## config.mk

```make
export PLATFORM = sky130hd
export DESIGN_NAME = diwc_top
export DESIGN_NICKNAME = d
export VERILOG_FILES = /design/src/shared/diwc_pkg.sv /design/src/hw/diwc_top.sv /design/src/hw/diwc_setup_counter.sv
export SDC_FILE = /design/constraint.sdc
export NUM_CORES = 1
export LEC_CHECK = 0
export ABC_AREA = 1
export CAP_MARGIN = 0
export CORE_MARGIN = 3
export CORE_UTILIZATION = 35
export DETAILED_ROUTE_END_ITERATION = 7
export DONT_BUFFER_PORTS = 1
export SLEW_MARGIN = 20
export SYNTH_ARGS = -nofsm -noshare
export SYNTH_HDL_FRONTEND = slang
export SYNTH_SLANG_ARGS = --single-unit
export TNS_END_PERCENT = 50
```

## constraint.sdc

```tcl
create_clock -name pclk -period 2.4 [get_ports pclk]
set_clock_uncertainty 0.15 [all_clocks]
set_input_delay 0.12 -clock pclk [delete_from_list [all_inputs] [get_ports pclk]]
set_output_delay 0.12 -clock pclk [all_outputs]
set_load 0.005 [all_outputs]
```

## src/shared/diwc_pkg.sv

```systemverilog
// Purpose: Constants and types of the deep idle wake-up controller.
// Assumes: One clock, pclk at 250 MHz, which is the main oscillator clock.
// Notes:   Register offsets are byte addresses on a 32-bit APB bus.
//
// Notes on behaviour
// - Any non-maskable or unmasked maskable request ends deep idle, whatever its priority.
// - A source whose disable bit is 1 is ignored and never ends deep idle.
// - Pin 3 cannot wake while its noise filter samples at divide-by-64 or slower.
// - Inside a handler, a lower-priority request wakes but stays pending, not acknowledged.
// - Inside a handler, a higher-priority or non-maskable request wakes and is acknowledged.
// - A non-maskable wake jumps to its handler after setup, enabled or not.
// - Maskable wake with interrupts enabled: handler or next instruction, by priority.
// - Maskable wake with interrupts disabled resumes at the next instruction after setup.
// - Reset during deep idle ends it exactly as an ordinary reset does.
// - The interrupt controller stops normal work but still detects wake requests.
// - General timer runs only on divided-by-8 clock, or internal oscillator with subclock.
// - Watch timer runs on divided main clock, or always when the subclock is used.
// - Each clocked serial channel runs only on its external serial clock.
// - Async serial channels stop, except channel 0 on its external baud clock.
// - The analog converter freezes and keeps its last result.
// - Port pins hold their levels and directions from just before entry.
// - CPU registers, flags and RAM contents are kept unchanged.
// - A flash setup wait is inserted before instruction fetch resumes.
// - A setup counter counts the selected period; operation resumes on its overflow.

package diwc_pkg;

    // ==========================================================
    // Register map
    localparam logic [7:0] OFF_PWC      = 8'h00;
    localparam logic [7:0] OFF_MODE     = 8'h04;
    localparam logic [7:0] OFF_STAB     = 8'h08;
    localparam logic [7:0] OFF_FLT      = 8'h0c;
    localparam logic [7:0] OFF_CLKSEL   = 8'h10;
    localparam logic [7:0] OFF_STATUS   = 8'h14;

    // ==========================================================
    // Power save control fields
    localparam int PWC_NMI0_DIS_BIT = 0;
    localparam int PWC_NMI1_DIS_BIT = 1;
    localparam int PWC_IRQ_DIS_BIT  = 4;
    localparam int PWC_TRIGGER_BIT  = 7;

    // Mode select field and the deep idle code.
    localparam int         MODE_W          = 2;
    localparam logic [1:0] MODE_DEEP_IDLE  = 2'h2;
    localparam logic [1:0] MODE_RESET      = 2'h0;

    // Setup period select: period is 2 to the power of (base + select).
    localparam int         STAB_W          = 3;
    localparam logic [2:0] STAB_RESET      = 3'h6;
    localparam int         SETUP_BASE_DFLT = 10;

    // Noise filter control: enable bit and sampling clock select.
    localparam int         FLT_EN_BIT      = 7;
    localparam int         FLT_SEL_W       = 3;
    localparam logic [2:0] FLT_SLOW_MIN    = 3'h3;

    // Peripheral clock source selections.
    localparam int CLKSEL_W          = 7;
    localparam int CS_GT_FN8_BIT     = 0;
    localparam int CS_GT_INTOSC_BIT  = 1;
    localparam int CS_WT_DIVMAIN_BIT = 2;
    localparam int CS_SUBCLK_BIT     = 3;
    localparam int CS_CSI0_EXT_BIT   = 4;
    localparam int CS_CSI1_EXT_BIT   = 5;
    localparam int CS_UART0_EXT_BIT  = 6;

    // Status fields.
    localparam int ST_IDLE_BIT    = 0;
    localparam int ST_SETUP_BIT   = 1;
    localparam int ST_NMI_BIT     = 2;
    localparam int ST_PENDING_BIT = 3;

    localparam int PRIO_W = 3;
    localparam int NMI_N  = 2;

    // ==========================================================
    // Controller states.
    typedef enum logic [2:0] {
        ST_RUN   = 3'b001,
        ST_IDLE  = 3'b010,
        ST_SETUP = 3'b100
    } diwc_state_e;

endpackage

```

## src/hw/diwc_top.sv

```systemverilog
// Purpose: Deep idle wake-up control and clock gating of the standby mode.
// Assumes: pclk is the main oscillator clock and keeps running in deep idle.
// Notes:   Registers are reached over APB with zero wait states.
`timescale 1ns/100ps

module diwc_top #(
    parameter int SETUP_BASE = diwc_pkg::SETUP_BASE_DFLT,
    parameter int CNT_W      = 24
) (
    input  wire logic                      pclk,
    input  wire logic                      presetn,
    input  wire logic                      clk_en,
    // APB slave.
    input  wire logic                      psel,
    input  wire logic                      penable,
    input  wire logic                      pwrite,
    input  wire logic [7:0]                paddr,
    input  wire logic [31:0]               pwdata,
    output logic [31:0]                    prdata,
    output logic                           pready,
    output logic                           pslverr,
    // Non-maskable request pins, asynchronous.
    input  wire logic [diwc_pkg::NMI_N-1:0] nmi_pin,
    // Interrupt controller and CPU, same clock.
    input  wire logic                      irq_pend,
    input  wire logic [2:0]                irq_pend_prio,
    input  wire logic                      irq_pend_pin3,
    input  wire logic                      in_service,
    input  wire logic [2:0]                service_prio,
    input  wire logic                      irq_globally_enabled,
    // Wake outcome toward the CPU.
    output logic                           wake_ack,
    output logic                           take_handler,
    output logic                           resume_next,
    output logic                           deep_idle,
    // Clock gating and hold controls.
    output logic                           cpu_clk_en,
    output logic                           pll_clk_en,
    output logic                           flash_clk_en,
    output logic                           irq_ctrl_normal,
    output logic                           irq_wake_detect,
    output logic                           gtimer_run,
    output logic                           watch_run,
    output logic [1:0]                     csi_run,
    output logic [1:0]                     uart_run,
    output logic                           adc_freeze,
    output logic                           port_hold,
    output logic                           retain_state
);

    // ==========================================================
    // State record

    typedef struct packed {
        diwc_pkg::diwc_state_e          st;
        logic [diwc_pkg::NMI_N-1:0]     nmi_meta;
        logic [diwc_pkg::NMI_N-1:0]     nmi_sync;
        logic                           nmi0_dis;
        logic                           nmi1_dis;
        logic                           irq_dis;
        logic [diwc_pkg::MODE_W-1:0]    mode;
        logic [diwc_pkg::STAB_W-1:0]    stab;
        logic                           flt_en;
        logic [diwc_pkg::FLT_SEL_W-1:0] flt_sel;
        logic [diwc_pkg::CLKSEL_W-1:0]  clksel;
        logic                           wake;
        logic                           wake_nmi;
        logic                           was_nmi;
        logic                           dec_ack;
        logic                           dec_handler;
        logic                           pending_kept;
        logic                           ack;
        logic                           handler;
        logic                           next;
        logic [31:0]                    rdata;
        logic                           err;
    } diwc_top_s;

    diwc_top_s cur_ff;
    diwc_top_s nxt_cur;

    logic       cnt_start;
    logic       cnt_done;
    logic [4:0] cnt_shift;

    // ==========================================================
    // Helpers

    // Tells whether an APB address hits one register word.
    function automatic logic addr_hit(input logic [7:0] a, input logic [7:0] off);
        return a == off;
    endfunction

    // Tells whether an address belongs to the register map at all.
    function automatic logic addr_mapped(input logic [7:0] a);
        return addr_hit(a, diwc_pkg::OFF_PWC) || addr_hit(a, diwc_pkg::OFF_MODE)
            || addr_hit(a, diwc_pkg::OFF_STAB) || addr_hit(a, diwc_pkg::OFF_FLT)
            || addr_hit(a, diwc_pkg::OFF_CLKSEL) || addr_hit(a, diwc_pkg::OFF_STATUS);
    endfunction

    // ==========================================================
    // Wake qualification

    logic nmi_wake;
    logic pin3_blocked;
    logic mask_wake;
    logic lower_prio;
    logic in_idle;
    logic setup_q;
    logic wr_acc;
    logic rd_setup;

    // Qualifies the wake sources against their disable bits and the filter.
    always_comb begin
        nmi_wake     = |(cur_ff.nmi_sync & ~{cur_ff.nmi1_dis, cur_ff.nmi0_dis});
        pin3_blocked = cur_ff.flt_en && (cur_ff.flt_sel >= diwc_pkg::FLT_SLOW_MIN);
        mask_wake    = irq_pend && !cur_ff.irq_dis
                       && !(irq_pend_pin3 && pin3_blocked);
        lower_prio   = in_service && (irq_pend_prio >= service_prio);
        in_idle      = cur_ff.st == diwc_pkg::ST_IDLE;
        setup_q      = cur_ff.st == diwc_pkg::ST_SETUP;
        wr_acc       = psel && penable && pwrite;
        rd_setup     = psel && !penable && !pwrite;
    end

    // ==========================================================
    // Next-state logic

    always_comb begin
        nxt_cur         = cur_ff;
        nxt_cur.ack     = 1'b0;
        nxt_cur.handler = 1'b0;
        nxt_cur.next    = 1'b0;
        cnt_start       = 1'b0;

        // Two-stage synchroniser on the request pins.
        nxt_cur.nmi_meta = nmi_pin;
        nxt_cur.nmi_sync = cur_ff.nmi_meta;

        // Wake requests are registered once while idle; priority does not matter.
        nxt_cur.wake     = in_idle && (nmi_wake || mask_wake);
        nxt_cur.wake_nmi = in_idle && nmi_wake;

        // Register writes; control bits are only changed while running.
        if (wr_acc && cur_ff.st == diwc_pkg::ST_RUN) begin
            if (addr_hit(paddr, diwc_pkg::OFF_PWC)) begin
                nxt_cur.nmi0_dis = pwdata[diwc_pkg::PWC_NMI0_DIS_BIT];
                nxt_cur.nmi1_dis = pwdata[diwc_pkg::PWC_NMI1_DIS_BIT];
                nxt_cur.irq_dis  = pwdata[diwc_pkg::PWC_IRQ_DIS_BIT];
                // Entry needs the mode bits set to deep idle beforehand.
                if (pwdata[diwc_pkg::PWC_TRIGGER_BIT]
                    && cur_ff.mode == diwc_pkg::MODE_DEEP_IDLE) begin
                    nxt_cur.st = diwc_pkg::ST_IDLE;
                end
            end
            if (addr_hit(paddr, diwc_pkg::OFF_MODE)) begin
                nxt_cur.mode = pwdata[diwc_pkg::MODE_W-1:0];
            end
            if (addr_hit(paddr, diwc_pkg::OFF_STAB)) begin
                nxt_cur.stab = pwdata[diwc_pkg::STAB_W-1:0];
            end
            if (addr_hit(paddr, diwc_pkg::OFF_FLT)) begin
                nxt_cur.flt_en  = pwdata[diwc_pkg::FLT_EN_BIT];
                nxt_cur.flt_sel = pwdata[diwc_pkg::FLT_SEL_W-1:0];
            end
            if (addr_hit(paddr, diwc_pkg::OFF_CLKSEL)) begin
                nxt_cur.clksel = pwdata[diwc_pkg::CLKSEL_W-1:0];
            end
        end

        // Controller sequence.
        unique case (cur_ff.st)
            diwc_pkg::ST_RUN: begin
                nxt_cur.pending_kept = 1'b0;
            end
            diwc_pkg::ST_IDLE: begin
                // The registered wake starts the setup counter.
                if (cur_ff.wake) begin
                    nxt_cur.st      = diwc_pkg::ST_SETUP;
                    cnt_start       = 1'b1;
                    nxt_cur.was_nmi = cur_ff.wake_nmi;
                    if (cur_ff.wake_nmi) begin
                        // Non-maskable: always acknowledged and vectored.
                        nxt_cur.dec_ack     = 1'b1;
                        nxt_cur.dec_handler = 1'b1;
                    end else if (lower_prio) begin
                        // Lower priority inside a handler stays pending.
                        nxt_cur.dec_ack      = 1'b0;
                        nxt_cur.dec_handler  = 1'b0;
                        nxt_cur.pending_kept = 1'b1;
                    end else begin
                        // Accepted only while interrupts are globally enabled.
                        nxt_cur.dec_ack     = irq_globally_enabled;
                        nxt_cur.dec_handler = irq_globally_enabled;
                    end
                end
            end
            diwc_pkg::ST_SETUP: begin
                // Fetch resumes only on overflow of the setup counter.
                if (cnt_done) begin
                    nxt_cur.st      = diwc_pkg::ST_RUN;
                    nxt_cur.ack     = cur_ff.dec_ack;
                    nxt_cur.handler = cur_ff.dec_handler;
                    nxt_cur.next    = !cur_ff.dec_handler;
                end
            end
            default: begin
                nxt_cur.st = diwc_pkg::ST_RUN;
            end
        endcase

        // Read data is captured in the setup cycle for a zero-wait access.
        nxt_cur.err = psel && !penable && !addr_mapped(paddr);
        if (rd_setup) begin
            nxt_cur.rdata = '0;
            if (addr_hit(paddr, diwc_pkg::OFF_PWC)) begin
                nxt_cur.rdata[diwc_pkg::PWC_NMI0_DIS_BIT] = cur_ff.nmi0_dis;
                nxt_cur.rdata[diwc_pkg::PWC_NMI1_DIS_BIT] = cur_ff.nmi1_dis;
                nxt_cur.rdata[diwc_pkg::PWC_IRQ_DIS_BIT]  = cur_ff.irq_dis;
            end
            if (addr_hit(paddr, diwc_pkg::OFF_MODE)) begin
                nxt_cur.rdata[diwc_pkg::MODE_W-1:0] = cur_ff.mode;
            end
            if (addr_hit(paddr, diwc_pkg::OFF_STAB)) begin
                nxt_cur.rdata[diwc_pkg::STAB_W-1:0] = cur_ff.stab;
            end
            if (addr_hit(paddr, diwc_pkg::OFF_FLT)) begin
                nxt_cur.rdata[diwc_pkg::FLT_EN_BIT]        = cur_ff.flt_en;
                nxt_cur.rdata[diwc_pkg::FLT_SEL_W-1:0]     = cur_ff.flt_sel;
            end
            if (addr_hit(paddr, diwc_pkg::OFF_CLKSEL)) begin
                nxt_cur.rdata[diwc_pkg::CLKSEL_W-1:0] = cur_ff.clksel;
            end
            if (addr_hit(paddr, diwc_pkg::OFF_STATUS)) begin
                nxt_cur.rdata[diwc_pkg::ST_IDLE_BIT]    = in_idle;
                nxt_cur.rdata[diwc_pkg::ST_SETUP_BIT]   = setup_q;
                nxt_cur.rdata[diwc_pkg::ST_NMI_BIT]     = cur_ff.was_nmi;
                nxt_cur.rdata[diwc_pkg::ST_PENDING_BIT] = cur_ff.pending_kept;
            end
        end
    end

    // ==========================================================
    // State register

    // Reset ends deep idle through the same path as any reset.
    always_ff @(posedge pclk or negedge presetn) begin
        if (!presetn) begin
            cur_ff      <= '0;
            cur_ff.st   <= diwc_pkg::ST_RUN;
            cur_ff.mode <= diwc_pkg::MODE_RESET;
            cur_ff.stab <= diwc_pkg::STAB_RESET;
        end else if (clk_en) begin
            cur_ff <= nxt_cur;
        end
    end

    // ==========================================================
    // Setup period counter

    assign cnt_shift = 5'(SETUP_BASE) + 5'(cur_ff.stab);

    diwc_setup_counter #(
        .WIDTH   (CNT_W)
    ) u_setup (
        .pclk    (pclk),
        .presetn (presetn),
        .clk_en  (clk_en),
        .start   (cnt_start),
        .shift   (cnt_shift),
        .busy    (),
        .done    (cnt_done)
    );

    // ==========================================================
    // Clock gating and hold controls

    // PLL and flash regain their clocks during setup; the CPU only after it.
    always_comb begin
        cpu_clk_en      = cur_ff.st == diwc_pkg::ST_RUN;
        pll_clk_en      = !in_idle;
        flash_clk_en    = !in_idle;
        irq_ctrl_normal = !in_idle;
        irq_wake_detect = 1'b1;
        gtimer_run      = !in_idle || cur_ff.clksel[diwc_pkg::CS_GT_FN8_BIT]
                          || (cur_ff.clksel[diwc_pkg::CS_GT_INTOSC_BIT]
                              && cur_ff.clksel[diwc_pkg::CS_SUBCLK_BIT]);
        watch_run       = !in_idle || cur_ff.clksel[diwc_pkg::CS_SUBCLK_BIT]
                          || cur_ff.clksel[diwc_pkg::CS_WT_DIVMAIN_BIT];
        csi_run[0]      = !in_idle || cur_ff.clksel[diwc_pkg::CS_CSI0_EXT_BIT];
        csi_run[1]      = !in_idle || cur_ff.clksel[diwc_pkg::CS_CSI1_EXT_BIT];
        uart_run[0]     = !in_idle || cur_ff.clksel[diwc_pkg::CS_UART0_EXT_BIT];
        uart_run[1]     = !in_idle;
        adc_freeze      = in_idle;
        port_hold       = in_idle;
        retain_state    = in_idle || setup_q;
    end

    // ==========================================================
    // Outputs

    assign deep_idle    = in_idle;
    assign wake_ack     = cur_ff.ack;
    assign take_handler = cur_ff.handler;
    assign resume_next  = cur_ff.next;
    assign prdata       = cur_ff.rdata;
    assign pslverr      = cur_ff.err && psel && penable;
    assign pready       = 1'b1;

endmodule

```

## src/hw/diwc_setup_counter.sv

```systemverilog
// Purpose: Setup period counter that runs after a wake from deep idle.
// Assumes: Start is a one-cycle pulse; shift selects a period of 2**shift cycles.
// Notes:   Done is a one-cycle pulse on overflow of the count.
`timescale 1ns/100ps

module diwc_setup_counter #(
    parameter int WIDTH = 24
) (
    input  wire logic             pclk,
    input  wire logic             presetn,
    input  wire logic             clk_en,
    input  wire logic             start,
    input  wire logic [4:0]       shift,
    output logic                  busy,
    output logic                  done
);

    typedef struct packed {
        logic [WIDTH-1:0] count;
        logic [WIDTH-1:0] limit;
        logic             busy;
        logic             done;
    } diwc_cnt_s;

    diwc_cnt_s cur_ff;
    diwc_cnt_s nxt_cur;

    // Counts from zero to the limit and pulses done on overflow.
    always_comb begin
        nxt_cur      = cur_ff;
        nxt_cur.done = 1'b0;
        if (start) begin
            nxt_cur.count = '0;
            nxt_cur.limit = (WIDTH'(1) << shift) - WIDTH'(1);
            nxt_cur.busy  = 1'b1;
        end else if (cur_ff.busy) begin
            if (cur_ff.count == cur_ff.limit) begin
                nxt_cur.busy = 1'b0;
                nxt_cur.done = 1'b1;
            end else begin
                nxt_cur.count = cur_ff.count + WIDTH'(1);
            end
        end
    end

    // State register, frozen while the clock enable is low.
    always_ff @(posedge pclk or negedge presetn) begin
        if (!presetn) begin
            cur_ff <= '0;
        end else if (clk_en) begin
            cur_ff <= nxt_cur;
        end
    end

    assign busy = cur_ff.busy;
    assign done = cur_ff.done;

endmodule

```

==> tab_implementation.tex, run 1 <==
\begin{tabular}{lr}
\hline
Metric & Value \\
\hline
\multicolumn{2}{l}{\textbf{Timing}} \\
\quad Unrepaired setup endpoints after global routing & no \\
\quad Max transition margin & 0.550 \\
\quad Finish-stage setup viols & 0 \\
\quad Total Negative Setup Slacks & 0 ns \\
\quad Worst hold slack & -0.696 ns \\
\quad Final count of pins violating max slew & 0 \\
\quad Max Fclk & 447 MHz \\
\quad Worst-Margin Slew & 0.675 ns \\
\quad Period utilisation layout & 0.932 \\
\quad Final Hold Violating Endpoints & 92 \\
\quad Final critical-path required period & 2.24 ns \\
\multicolumn{2}{l}{\textbf{Clock tree}} \\
\quad Clock latency reported for the late side of the worst-skew pair & 0.36 ns \\
\quad Number of clock sinks & 92 \\
\quad Num CTS Buffers & 9 \\
\quad Buffer count from post-CTS setup fixing & 0 \\
\quad Clk slew on worst S/H paths & 0.07 ns \\
\quad Post-CTS Hold Buffers & 22 \\
\quad Number of levels in the clock H-tree & 3 \\
\quad Cell chosen for the clock root & sky130\_fd\_sc\_hd\_\_clkbuf\_16 \\
\quad Clock Path Buffers & 2 \\
\quad CTS tree & done \\
\multicolumn{2}{l}{\textbf{Synth}} \\
\quad Number of warnings printed during yosys synthesis & 0 \\
\quad Synth Instances & 796 \\
\quad Sequential fraction of the synthesis area & 0.409 \\
\quad Share of the synthesized area in the top cell type & 0.395 \\
\quad Cell variety after synth & 35 \\
\quad Largest cells by area after synthesis & sky130\_fd\_sc\_hd\_\_dfrtp\_1 39\%, sky130\_fd\_sc\_hd\_\_nand2\_1 18\%, sky130\_fd\_sc\_hd\_\_inv\_1 6.2\% \\
\quad Syn Area/Cell & 7.09 um2 \\
\quad Syn Std Cell Area & 5640 um2 \\
\quad Most area-hungry cell type in the Yosys netlist & sky130\_fd\_sc\_hd\_\_dfrtp\_1 \\
\quad Post-synthesis register bit count & 92 \\
\multicolumn{2}{l}{\textbf{Global routing}} \\
\quad Via count of the first global-routing pass & 4581 \\
\quad Total routing resource utilization after global routing & 0.156 \\
\quad Global route total overflow & 0 \\
\quad First-pass GRT wire length & 22700 um \\
\quad Pin count of the biggest net entering global routing & 93 \\
\quad Initial antenna violation count & 0 \\
\multicolumn{2}{l}{\textbf{Floorplan}} \\
\quad Row count & 45 \\
\quad Die area & 17700 um2 \\
\quad Initial standard-cell utilization of the core & 0.364 \\
\quad Number of top-level pins & 110 \\
\quad Core Footprint & 15500 um2 \\
\quad Die outline width & 133 um \\
\quad Vertical die dimension & 133 um \\
\multicolumn{2}{l}{\textbf{Worst setup path}} \\
\quad Critical path required time & 2.48 ns \\
\quad Chain of cells forming the critical path & inv\_1 -> ha\_1 -> inv\_1 -> nand3\_1 -> o21ai\_0 -> a21boi\_0 -> o21ai\_0 -> o21ai\_0 \\
\quad Arrival time worst endpoint & 2.31 ns \\
\quad Crit path launch type & flop \\
\quad Start point of the critical path & cur\_ff[54] \\
\quad Largest fanout of any net on the critical path & 9 \\
\quad Worst-path cell with the longest stage delay & sky130\_fd\_sc\_hd\_\_dfstp\_2 \\
\quad Delay contributed by the slowest stage of the critical path & 0.62 ns \\
\quad Most common cell type on the critical path & sky130\_fd\_sc\_hd\_\_o21ai\_0 \\
\quad CP Capture Type & flop \\
\quad Category of the critical setup timing path & reg2reg \\
\quad Reg-to-Reg Start & cur\_ff[54] \\
\multicolumn{2}{l}{\textbf{Cells and area}} \\
\quad Number of cells in the finished layout apart from fillers & 1026 \\
\quad Commonest cells after routing, fill and taps aside & 268 x sky130\_fd\_sc\_hd\_\_nand2\_1, 93 x sky130\_fd\_sc\_hd\_\_inv\_1, 89 x sky130\_fd\_sc\_hd\_\_dfrtp\_1 \\
\quad Multi-input logic area & 2660 um2 \\
\quad Final nets & 879 \\
\quad Number of inserted filler cells in the final layout & 1602 \\
\quad Area of all sequential standard cells & 2310 um2 \\
\quad Layout Area Growth over Synthesis & 11.0\% \\
\quad Number of antenna cells inserted & 0 \\
\quad Fraction of layout instances using a drive strength above 1 & 0.0552 \\
\quad Most common cell after layout, fill and taps aside & sky130\_fd\_sc\_hd\_\_nand2\_1 \\
\multicolumn{2}{l}{\textbf{Routing}} \\
\quad Total wire length after detailed routing & 13500 um \\
\quad WL/cell & 13.1 um \\
\quad Detailed-route via count & 4771 \\
\quad 1st-pass router iterations & 5 \\
\quad Antenna-violating nets left & 0 \\
\quad Via-to-Cell Ratio & 4.65 \\
\quad Number of violations reported at the end of detailed-routing iteration 0 & 283 \\
\quad Post-route DRC & 0 \\
\multicolumn{2}{l}{\textbf{Outcome}} \\
\quad Violations in the final reports & negative hold slack \\
\quad Outcome & finished with violations \\
\multicolumn{2}{l}{\textbf{Place}} \\
\quad Total instance count after detailed placement & 988 \\
\quad DP Wirelength & 9610 um \\
\quad Placer Congestion & 0.866 \\
\quad \# port buffers & 0 \\
\multicolumn{2}{l}{\textbf{Pwr}} \\
\quad Share of total power in the clock network & 0.442 \\
\quad Switching Power & 966 uW \\
\quad Part of the power in combinational logic & 0.095 \\
\quad Power Dens Cells & 582 nW/um2 \\
\quad Power, Total & 3.64 mW \\
\quad Sequential share of power & 0.463 \\
\quad Sw frac & 0.265 \\
\quad Standby leakage power & 3.08 nW \\
\quad Internal power & 2.68 mW \\
\quad Largest vdd supply drop & 0.395 mV \\
\multicolumn{2}{l}{\textbf{Run}} \\
\quad \# Max-Cap Violations & 0 \\
\multicolumn{2}{l}{\textbf{Worst hold path}} \\
\quad Hold crit path type & in2async \\
\hline
\end{tabular}
## Yosys cell counts
library cell,number
sky130_fd_sc_hd__buf_2,10
sky130_fd_sc_hd__nand2_1,268
sky130_fd_sc_hd__a21boi_0,1
sky130_fd_sc_hd__dfrtp_1,89
sky130_fd_sc_hd__nor4_1,1
sky130_fd_sc_hd__dfstp_2,3
sky130_fd_sc_hd__nand3_1,60
sky130_fd_sc_hd__buf_4,41
sky130_fd_sc_hd__nor3_1,16
sky130_fd_sc_hd__o32ai_1,1
sky130_fd_sc_hd__o22a_1,1
sky130_fd_sc_hd__nand4_1,9
sky130_fd_sc_hd__o21ai_0,43
sky130_fd_sc_hd__clkbuf_1,5
sky130_fd_sc_hd__a21oi_1,8
sky130_fd_sc_hd__xnor2_1,1
sky130_fd_sc_hd__nor2_4,1
sky130_fd_sc_hd__ha_1,11
sky130_fd_sc_hd__nand2_2,1
sky130_fd_sc_hd__nand2_4,1
sky130_fd_sc_hd__nor2_8,1
sky130_fd_sc_hd__buf_6,2
sky130_fd_sc_hd__xor2_1,18
sky130_fd_sc_hd__conb_1,2
sky130_fd_sc_hd__o22ai_1,4
sky130_fd_sc_hd__nor2_1,81
sky130_fd_sc_hd__nand3b_1,2
sky130_fd_sc_hd__o211ai_1,7
sky130_fd_sc_hd__inv_1,93
sky130_fd_sc_hd__inv_2,4
sky130_fd_sc_hd__o21ai_1,6
sky130_fd_sc_hd__inv_4,1
sky130_fd_sc_hd__nor3_4,1
sky130_fd_sc_hd__a31oi_1,2
sky130_fd_sc_hd__nor4_4,1
## logic make-up (layout without fill, tap and decap cells)
kind of cell | count (synthesis) | after routing | synth area share
AOI/OAI and AO/OA | 73 | 73 | 0.0710
xor gates and xnor gates | 19 | 19 | 0.0295
and+or+nand+nor | 443 | 443 | 0.329
DFF | 92 | 92 | 0.409
buffers and inverters | 156 | 151 | 0.136
adders and majority gates | 11 | 11 | 0.0244
other | 2 | 26 | 0.00133
## flip-flops by register name (all words and copies together), names as in the netlist
| signal | cells |
|---|---|
| u_setup.busy | 1 |
| cur_ff | 32 |
| wake_ack | 1 |
| u_setup.done | 1 |
| prdata | 8 |
| u_setup.cur_ff | 48 |
| resume_next | 1 |
## worst paths after layout
check                                      to  slack, ns  depth (start not counted)
max in group asynchronous          cur_ff[65]       2.58                          0
min in group pclk                  cur_ff[56]       0.03                          5
max                        u_setup.cur_ff[24]       0.16                          8
max reg2reg                u_setup.cur_ff[24]       0.16                          8
min                         u_setup.cur_ff[6]      -0.70                          0
min reg2reg                       resume_next       0.32                          1
## routing by layer
layer  wire length, um  track usage  vias to the layer above
met3               812       0.0475                       13
met4               162       0.0393                        0
met1              6280        0.209                     2178
li1                  -            -                     2461
met2              6200        0.248                      119
met5                 0            0                        -
## area by class of cell
class	count	share of cell area
clock buffers	9	0.0359
well taps	211	0.0421
clock inverters	7	0.0172
repair buffers	37	0.0535
multi-input cells	572	0.424
flip-flops and latches	92	0.368
inverters	98	0.0591
## critical path, delay by kind of cell, from the launching register on
kind                     cells  cell delay (ns)
AND/OR/NAND/NOR              1             0.10
adder cells (fa/ha/maj)      1             0.31
flip-flops                   1             0.62
AO/OA/AOI/OAI                4             0.74
buffers and inverters        2             0.19
## power groups by stage
stage / registers [mW] / logic [mW] / clock network, mW
6_report: 1.69 / 0.348 / 1.61
5_1_grt: 1.70 / 0.403 / 1.70
4_1_cts: 1.69 / 0.347 / 1.65
3_5_place_dp: 1.72 / 0.312 / 0
3_3_place_gp: 1.72 / 0.308 / 0
2_1_floorplan: 1.69 / 0.289 / 0
## per-stage QoR
stage,utilization,setup slack [ns],cell area [um2],hold WS [ns]
2_1_floorplan,-,0.294,5730,-0.326
3_3_place_gp,0.369,0.237,5710,-0.323
3_5_place_dp,0.369,0.176,5710,-0.323
4_1_cts,0.404,0.0360,6260,-0.710
5_1_grt,0.405,0.00572,6260,-0.713
6_report,0.405,0.162,6260,-0.696
## repair_timing
item | in CTS | in global routing
gates resized for setup | 0 | 1
hold endpoints to repair | 135 | 92
setup endpoints to repair | 0 | 33
Power figures use the tool's default switching activity.
==> run 2, diff against run 1 <==
CORE_ASPECT_RATIO = 2   (was unset)
RECOVER_POWER = 25   (was unset)
==> run 2 against run 1 <==
Net effect:
- the run still ends with negative hold slack left
- final area increased by 0.66%
- routed wire length increased by 12%
- highest routed layer unchanged
- sequential power about the same
- first-iteration DRC count decreased by 3.5%
- worst hold slack improved by 0.012 ns
- sequential cell count unchanged
- critical path depth decreased by 2
- clock power about the same
- clock-buffer cell count increased by 4
- fmax decreased by 0.87%
- via count increased by 1.7%
- largest power group unchanged
- register-to-register slack got worse by 0.02 ns
==> tab_implementation.tex, run 2 (synthesis results as in run 1) <==
\begin{tabular}{lr}
\hline
Metric & Value \\
\hline
\multicolumn{2}{l}{\textbf{Worst setup path}} \\
\quad Category of the critical setup timing path & reg2reg \\
\quad Arrival time worst endpoint & 2.40 ns (+0.09 ns) \\
\quad Largest fanout of any net on the critical path & 5 (-4) \\
\quad Crit path launch type & flop \\
\quad CP Capture Type & flop \\
\quad Critical path required time & 2.54 ns (+0.06 ns) \\
\multicolumn{2}{l}{\textbf{Pwr}} \\
\quad Sequential share of power & 0.459 (-0.004) \\
\quad Internal power & 2.75 mW (+2.7\%) \\
\quad Power Dens Cells & 581 nW/um2 (about the same) \\
\quad Standby leakage power & 3.11 nW (+0.74\%) \\
\quad Switching Power & 915 uW (-5.3\%) \\
\quad Share of total power in the clock network & 0.442 (about the same) \\
\quad Sw frac & 0.250 (-0.0156) \\
\quad Largest vdd supply drop & 0.420 mV (+6.5\%) \\
\quad Part of the power in combinational logic & 0.100 (+0.005) \\
\multicolumn{2}{l}{\textbf{Cells and area}} \\
\quad Largest Register & u\_setup.cur\_ff \\
\quad Number of antenna cells inserted & 0 (unchanged) \\
\quad Post-route cell area & 6310 um2 (+0.66\%) \\
\quad Number of cells in the finished layout apart from fillers & 1022 (-0.39\%) \\
\quad Final nets & 885 (+0.68\%) \\
\quad Layout Area Growth over Synthesis & 11.8\% \\
\quad Most common cell after layout, fill and taps aside & sky130\_fd\_sc\_hd\_\_nand2\_1 \\
\quad Number of inserted filler cells in the final layout & 1709 (+6.7\%) \\
\quad Largest register FFs & 48 (unchanged) \\
\quad Commonest cells after routing, fill and taps aside & 268 x sky130\_fd\_sc\_hd\_\_nand2\_1, 93 x sky130\_fd\_sc\_hd\_\_inv\_1, 89 x sky130\_fd\_sc\_hd\_\_dfrtp\_1 \\
\quad Fraction of layout instances using a drive strength above 1 & 0.0621 (+0.00690) \\
\multicolumn{2}{l}{\textbf{Outcome}} \\
\quad Violations in the final reports & negative hold slack \\
\quad Outcome & finished with violations \\
\multicolumn{2}{l}{\textbf{Timing}} \\
\quad Period utilisation layout & 0.941 (+0.00823) \\
\quad Max Fclk & 443 MHz (-0.87\%) \\
\quad Unrepaired setup endpoints after global routing & no \\
\quad Max transition margin & 0.587 (+0.0369) \\
\quad Total Negative Setup Slacks & 0 ns (unchanged) \\
\quad Final critical-path required period & 2.26 ns (+0.0197 ns) \\
\quad Final Hold Violating Endpoints & 92 (unchanged) \\
\quad Worst-Margin Slew & 0.614 ns (-0.0611 ns) \\
\quad Worst hold slack & -0.684 ns (+0.0115 ns) \\
\quad Finish-stage setup viols & 0 (unchanged) \\
\quad Final count of pins violating max slew & 0 (unchanged) \\
\multicolumn{2}{l}{\textbf{Place}} \\
\quad Total instance count after detailed placement & 984 (-0.40\%) \\
\quad Placer Congestion & 0.855 (-1.2\%) \\
\quad \# port buffers & 0 (unchanged) \\
\quad DP Wirelength & 11400 um (+19\%) \\
\quad Area after DPL & 5740 um2 (+0.57\%) \\
\multicolumn{2}{l}{\textbf{Global routing}} \\
\quad Pin count of the biggest net entering global routing & 93 (unchanged) \\
\quad Global route total overflow & 0 (unchanged) \\
\quad Initial antenna violation count & 0 (unchanged) \\
\quad Via count of the first global-routing pass & 4850 (+5.9\%) \\
\quad First-pass GRT wire length & 24000 um (+6.0\%) \\
\quad Total routing resource utilization after global routing & 0.180 (+0.0240) \\
\multicolumn{2}{l}{\textbf{Floorplan}} \\
\quad Core Footprint & 15800 um2 (+1.9\%) \\
\quad Die outline width & 95.8 um (-28\%) \\
\quad Die area & 17800 um2 (+0.52\%) \\
\quad Initial standard-cell utilization of the core & 0.358 (-0.00679) \\
\quad Row count & 65 (+44\%) \\
\quad Vertical die dimension & 186 um (+40\%) \\
\quad Number of top-level pins & 110 (unchanged) \\
\multicolumn{2}{l}{\textbf{Routing}} \\
\quad Detailed-route via count & 4854 (+1.7\%) \\
\quad Total wire length after detailed routing & 15000 um (+12\%) \\
\quad Number of violations reported at the end of detailed-routing iteration 0 & 273 (-3.5\%) \\
\quad Via-to-Cell Ratio & 4.75 (+2.1\%) \\
\quad 1st-pass router iterations & 4 (-1) \\
\quad Antenna-violating nets left & 0 (unchanged) \\
\quad WL/cell & 14.7 um (+12\%) \\
\quad Post-route DRC & 0 (unchanged) \\
\multicolumn{2}{l}{\textbf{Clock tree}} \\
\quad Post-CTS Hold Buffers & 22 (unchanged) \\
\quad Num CTS Buffers & 9 (unchanged) \\
\quad Number of levels in the clock H-tree & 3 (unchanged) \\
\quad Clock latency reported for the late side of the worst-skew pair & 0.35 ns (about the same) \\
\quad CTS tree & done \\
\quad Number of clock sinks & 92 (unchanged) \\
\quad Cell chosen for the clock root & sky130\_fd\_sc\_hd\_\_clkbuf\_16 \\
\quad Buffer count from post-CTS setup fixing & 0 (unchanged) \\
\quad Clk slew on worst S/H paths & 0.06 ns (about the same) \\
\quad Clock Path Buffers & 2 (unchanged) \\
\multicolumn{2}{l}{\textbf{Run}} \\
\quad \# Max-Cap Violations & 0 (unchanged) \\
\multicolumn{2}{l}{\textbf{Worst hold path}} \\
\quad Hold crit path type & in2async \\
\hline
\end{tabular}
## run 2: path summary, 6_finish.rpt
| path | cells past startpoint | slack (ns) | from | end |
|---|---|---|---|---|
| max in group asynchronous | 0 | 2.49 | presetn | cur_ff[65] |
| worst max-delay path | 6 | 0.14 | cur_ff[65] | cur_ff[45] |
| worst min-delay path | 0 | -0.68 | presetn | u_setup.cur_ff[25] |
| worst min register to register | 2 | 0.32 | cur_ff[63] | cur_ff[63] |
| worst max register to register | 6 | 0.14 | cur_ff[65] | cur_ff[45] |
| min in group pclk | 4 | 0 | paddr[3] | prdata[2] |
## run 2: layout make-up
| cell class | instances | area (um2) | share of cell area |
|---|---|---|---|
| clock inverters | 3 | 67.6 | 0.0107 |
| well taps | 201 | 251 | 0.0399 |
| multi-input cells | 572 | 2660 | 0.422 |
| flip-flops and latches | 92 | 2310 | 0.366 |
| clock buffers | 13 | 270 | 0.0429 |
| repair buffers | 43 | 380 | 0.0603 |
| inverters | 98 | 370 | 0.0587 |
## run 2: repair_timing
item,CTS,global route
endpoints found under the setup margin,0,3
resized for setup,0,3
hold endpoints to repair,132,92
## run 2: critical path, stage by stage (launching register included)
cell                            delay [ns]
sky130_fd_sc_hd__dfstp_2              0.59
sky130_fd_sc_hd__nand3_1              0.25
sky130_fd_sc_hd__nor4_4               0.31
sky130_fd_sc_hd__buf_4                0.22
sky130_fd_sc_hd__nand3_1              0.06
sky130_fd_sc_hd__dlygate4sd3_1        0.55
sky130_fd_sc_hd__nand2_1              0.06
## run 2: routing by layer
metal / wire length (um) / global-route usage / share of wire
met4: 1100 / 0.138 / 0.073
met3: 498 / 0.0259 / 0.033
met1: 5020 / 0.165 / 0.33
met2: 8430 / 0.340 / 0.56
met5: 0 / 0 / 0
## run 2: stage by stage
step | worst slack (ns) | total power [mW] | hold slack [ns] | utilization
3_3_place_gp | 0.107 | 2.03 | -0.320 | 0.364
4_1_cts | 0.0271 | 3.71 | -0.699 | 0.399
2_1_floorplan | 0.294 | 1.98 | -0.326 | -
5_1_grt | 0.0413 | 3.81 | -0.694 | 0.400
3_5_place_dp | 0.0613 | 2.04 | -0.320 | 0.364
6_report | 0.142 | 3.67 | -0.684 | 0.400
## run 2: power by group through the flow
stage | Combinational, mW | Clock (mW) | Sequential (mW)
final | 0.366 | 1.62 | 1.68
after global routing | 0.420 | 1.71 | 1.69
after CTS | 0.365 | 1.66 | 1.68
after detailed placement | 0.331 | 0 | 1.71
after global placement | 0.325 | 0 | 1.71
after floorplan | 0.289 | 0 | 1.69
==> run 3, diff against run 2 <==
==> constraint.sdc (replaced) <==
create_clock -name pclk -period 2.4 [get_ports pclk]
set_clock_uncertainty 0.15 [all_clocks]
set_input_delay 0.48 -clock pclk [delete_from_list [all_inputs] [get_ports pclk]]
set_output_delay 0.48 -clock pclk [all_outputs]
set_load 0.005 [all_outputs]
==> run 3 against run 2 <==
Net effect:
- the run still ends with negative hold slack left
- die area did not move
- global-route usage rose by 0.22 points
- cell count fell by 2.2%
- routed wire length fell by 0.11%
- non-clock buffer count fell by 22
- critical path depth rose by 5
- combinational power fell by 13%
- register-to-register slack improved by 0.10 ns
- sequential power barely moved
- worst hold slack improved by 0.36 ns
- final area fell by 3.7%
- critical path type unchanged
- largest power group unchanged
- highest routed layer unchanged
==> tab_implementation.tex, run 3 (synthesis results as in run 1) <==
\begin{tabular}{lr}
\hline
Metric & Value \\
\hline
\multicolumn{2}{l}{\textbf{Run}} \\
\quad \# Max-Cap Violations & 0 (unchanged) \\
\multicolumn{2}{l}{\textbf{Worst setup path}} \\
\quad CP bufs+invs & 2 (unchanged) \\
\quad Chain of cells forming the critical path & inv\_1 -> nand2\_1 -> nand2\_1 -> nor2\_1 -> nand2\_1 -> nor2\_1 -> nand3\_1 -> nand2\_2 -> buf\_4 -> nand3\_1 -> nand2\_1 \\
\quad Worst path top cell family by delay & simple AND/OR/NAND/NOR gates \\
\quad CP Capture Type & flop \\
\quad Slack of the worst reg-to-reg path & 0.25 ns (+0.10 ns) \\
\quad Delay contributed by the slowest stage of the critical path & 0.48 ns (-0.11 ns) \\
\quad Critical path required time & 2.54 ns (about the same) \\
\quad Largest fanout of any net on the critical path & 19 (+14) \\
\quad Category of the critical setup timing path & reg2reg \\
\quad Most common cell type on the critical path & sky130\_fd\_sc\_hd\_\_nand2\_1 \\
\quad Worst-path cell with the longest stage delay & sky130\_fd\_sc\_hd\_\_dfrtp\_1 \\
\quad Arrival time worst endpoint & 2.29 ns (-0.11 ns) \\
\quad Crit path launch type & flop \\
\multicolumn{2}{l}{\textbf{Pwr}} \\
\quad Switching Power & 892 uW (-2.5\%) \\
\quad Standby leakage power & 3.02 nW (-2.8\%) \\
\quad Part of the power in combinational logic & 0.090 (-0.010) \\
\quad Internal power & 2.66 mW (-3.2\%) \\
\quad Share of total power in the clock network & 0.436 (-0.006) \\
\quad Power Dens Cells & 586 nW/um2 (+0.72\%) \\
\quad Sequential share of power & 0.474 (+0.015) \\
\quad Sw frac & 0.251 (+0.00139) \\
\quad Largest vdd supply drop & 0.423 mV (+0.55\%) \\
\multicolumn{2}{l}{\textbf{Outcome}} \\
\quad Outcome & finished with violations \\
\quad Violations in the final reports & negative hold slack \\
\multicolumn{2}{l}{\textbf{Global routing}} \\
\quad Pin count of the biggest net entering global routing & 93 (unchanged) \\
\quad Total routing resource utilization after global routing & 0.182 (+0.00220) \\
\quad Via count of the first global-routing pass & 4820 (-0.62\%) \\
\quad Global route total overflow & 0 (unchanged) \\
\quad Initial antenna violation count & 0 (unchanged) \\
\quad First-pass GRT wire length & 24400 um (+1.5\%) \\
\multicolumn{2}{l}{\textbf{Cells and area}} \\
\quad Fraction of layout instances using a drive strength above 1 & 0.0626 (+0.000459) \\
\quad Commonest cells after routing, fill and taps aside & 268 x sky130\_fd\_sc\_hd\_\_nand2\_1, 93 x sky130\_fd\_sc\_hd\_\_inv\_1, 89 x sky130\_fd\_sc\_hd\_\_dfrtp\_1 \\
\quad Layout Area Growth over Synthesis & 7.63\% \\
\quad Finished Core Util & 0.385 (-0.0148) \\
\quad Largest Register & u\_setup.cur\_ff \\
\quad Largest register FFs & 48 (unchanged) \\
\quad Area of all sequential standard cells & 2310 um2 (unchanged) \\
\quad Number of inserted filler cells in the final layout & 1758 (+2.9\%) \\
\quad Most common cell after layout, fill and taps aside & sky130\_fd\_sc\_hd\_\_nand2\_1 \\
\quad Number of antenna cells inserted & 0 (unchanged) \\
\quad Multi-input logic area & 2660 um2 (-0.14\%) \\
\quad Final nets & 863 (-2.5\%) \\
\multicolumn{2}{l}{\textbf{Timing}} \\
\quad Final critical-path required period & 2.15 ns (-0.104 ns) \\
\quad Final Hold Violating Endpoints & 92 (unchanged) \\
\quad Period utilisation layout & 0.897 (-0.0435) \\
\quad Finish-stage setup viols & 0 (unchanged) \\
\quad Max transition margin & 0.533 (-0.0544) \\
\quad Total Negative Setup Slacks & 0 ns (unchanged) \\
\quad Worst hold slack & -0.325 ns (+0.359 ns) \\
\quad Max Fclk & 464 MHz (+4.8\%) \\
\quad Final count of pins violating max slew & 0 (unchanged) \\
\quad Worst-Margin Slew & 0.695 ns (+0.0808 ns) \\
\quad Unrepaired setup endpoints after global routing & no \\
\multicolumn{2}{l}{\textbf{Clock tree}} \\
\quad Clock latency reported for the late side of the worst-skew pair & 0.35 ns (about the same) \\
\quad Num CTS Buffers & 9 (unchanged) \\
\quad Clk slew on worst S/H paths & 0.06 ns (about the same) \\
\quad CTS tree & done \\
\quad Clock Path Buffers & 2 (unchanged) \\
\quad Cell chosen for the clock root & sky130\_fd\_sc\_hd\_\_clkbuf\_16 \\
\quad Number of clock sinks & 92 (unchanged) \\
\quad Buffer count from post-CTS setup fixing & 0 (unchanged) \\
\quad Number of levels in the clock H-tree & 3 (unchanged) \\
\multicolumn{2}{l}{\textbf{Floorplan}} \\
\quad Die area & 17800 um2 (unchanged) \\
\quad Core Footprint & 15800 um2 (unchanged) \\
\quad Initial standard-cell utilization of the core & 0.358 (unchanged) \\
\quad Die outline width & 95.8 um (unchanged) \\
\quad Number of top-level pins & 110 (unchanged) \\
\quad Vertical die dimension & 186 um (unchanged) \\
\quad Row count & 65 (unchanged) \\
\multicolumn{2}{l}{\textbf{Routing}} \\
\quad Post-route DRC & 0 (unchanged) \\
\quad 1st-pass router iterations & 4 (unchanged) \\
\quad WL/cell & 15.0 um (+2.1\%) \\
\quad Highest metal used & met4 \\
\quad Detailed-route via count & 4846 (-0.16\%) \\
\quad Met1 layer wirelength in the final routing & 4940 um (-1.5\%) \\
\quad Total met2 wirelength after detailed routing & 8430 um (about the same) \\
\quad Met3 wire length & 566 um (+14\%) \\
\quad Number of violations reported at the end of detailed-routing iteration 0 & 344 (+26\%) \\
\quad Via-to-Cell Ratio & 4.85 (+2.0\%) \\
\quad Antenna-violating nets left & 0 (unchanged) \\
\quad Total wire length after detailed routing & 15000 um (-0.11\%) \\
\multicolumn{2}{l}{\textbf{Place}} \\
\quad DP Wirelength & 11500 um (+0.84\%) \\
\quad \# port buffers & 0 (unchanged) \\
\quad Placer Congestion & 0.877 (+2.6\%) \\
\multicolumn{2}{l}{\textbf{Worst hold path}} \\
\quad Hold crit path type & in2async \\
\hline
\end{tabular}
[run 3: cell count changes in the layout (fill, tap and decap cells not counted), sizes merged]
cell,change
dlygate4sd3,-21
clkbuf,-2
clkinvlp,-1
clkinv,+3
dlymetal6s4s,-1
[run 3: through the flow]
stage | std cells | cell area [um2] | setup slack [ns] | power [mW] | hold slack (ns)
2_1_floorplan | 820 | 5730 | 0.294 | 1.98 | 0.0344
3_3_place_gp | 984 | 5750 | 0.124 | 2.03 | 0.0400
3_5_place_dp | 984 | 5750 | 0.136 | 2.04 | 0.0391
4_1_cts | 1000 | 6070 | 0.126 | 3.59 | -0.338
5_1_grt | 1000 | 6070 | 0.0126 | 3.73 | -0.339
6_report | 1000 | 6070 | 0.247 | 3.56 | -0.325
[run 3: power groups by stage]
| stage | Combinational [mW] | Sequential, mW | Clock, mW |
|---|---|---|---|
| floorplan | 0.289 | 1.69 | 0 |
| global route | 0.376 | 1.70 | 1.66 |
| global placement | 0.318 | 1.71 | 0 |
| CTS | 0.326 | 1.69 | 1.58 |
| detailed placement | 0.324 | 1.72 | 0 |
| finish | 0.320 | 1.69 | 1.55 |
[run 3: what timing repair did]
| action | CTS | global route |
|---|---|---|
| resized for setup | 0 | 1 |
| endpoints found under the setup margin | 0 | 1 |
| hold endpoints to repair | 92 | 92 |
[run 3: path summary, 6_finish.rpt]
check,startpoint,endpoint,depth (start not counted)
hold reg to reg,cur_ff[38],resume_next,1
max in group asynchronous,presetn,cur_ff[65],0
hold / removal,presetn,u_setup.cur_ff[25],0
setup reg to reg,u_setup.cur_ff[39],u_setup.cur_ff[45],11
setup / recovery,u_setup.cur_ff[39],u_setup.cur_ff[45],11
min in group pclk,clk_en,cur_ff[65],2
[run 3: worst register-to-register path: stages, from the launching register on]
cell and delay (ns):
sky130_fd_sc_hd__dfrtp_1 0.48, sky130_fd_sc_hd__inv_1 0.07, sky130_fd_sc_hd__nand2_1 0.06, sky130_fd_sc_hd__nand2_1 0.04
sky130_fd_sc_hd__nor2_1 0.17, sky130_fd_sc_hd__nand2_1 0.07, sky130_fd_sc_hd__nor2_1 0.21, sky130_fd_sc_hd__nand3_1 0.22
sky130_fd_sc_hd__nand2_2 0.16, sky130_fd_sc_hd__buf_4 0.27, sky130_fd_sc_hd__nand3_1 0.12, sky130_fd_sc_hd__nand2_1 0.08
[run 3: cell type report]
cell class,instances,share of cell area
inverter,98,0.0610
sequential,92,0.380
tap,201,0.0414
multi-input combinational,572,0.437
timing repair buffer,21,0.0280
clock buffer,11,0.0400
clock inverter,5,0.0124
[run 3: layer usage]
layer / vias up / GRT usage
met4: 0 / 0.131
met3: 57 / 0.0332
met2: 141 / 0.339
met1: 2223 / 0.172
met5: - / 0
li1: 2425 / -
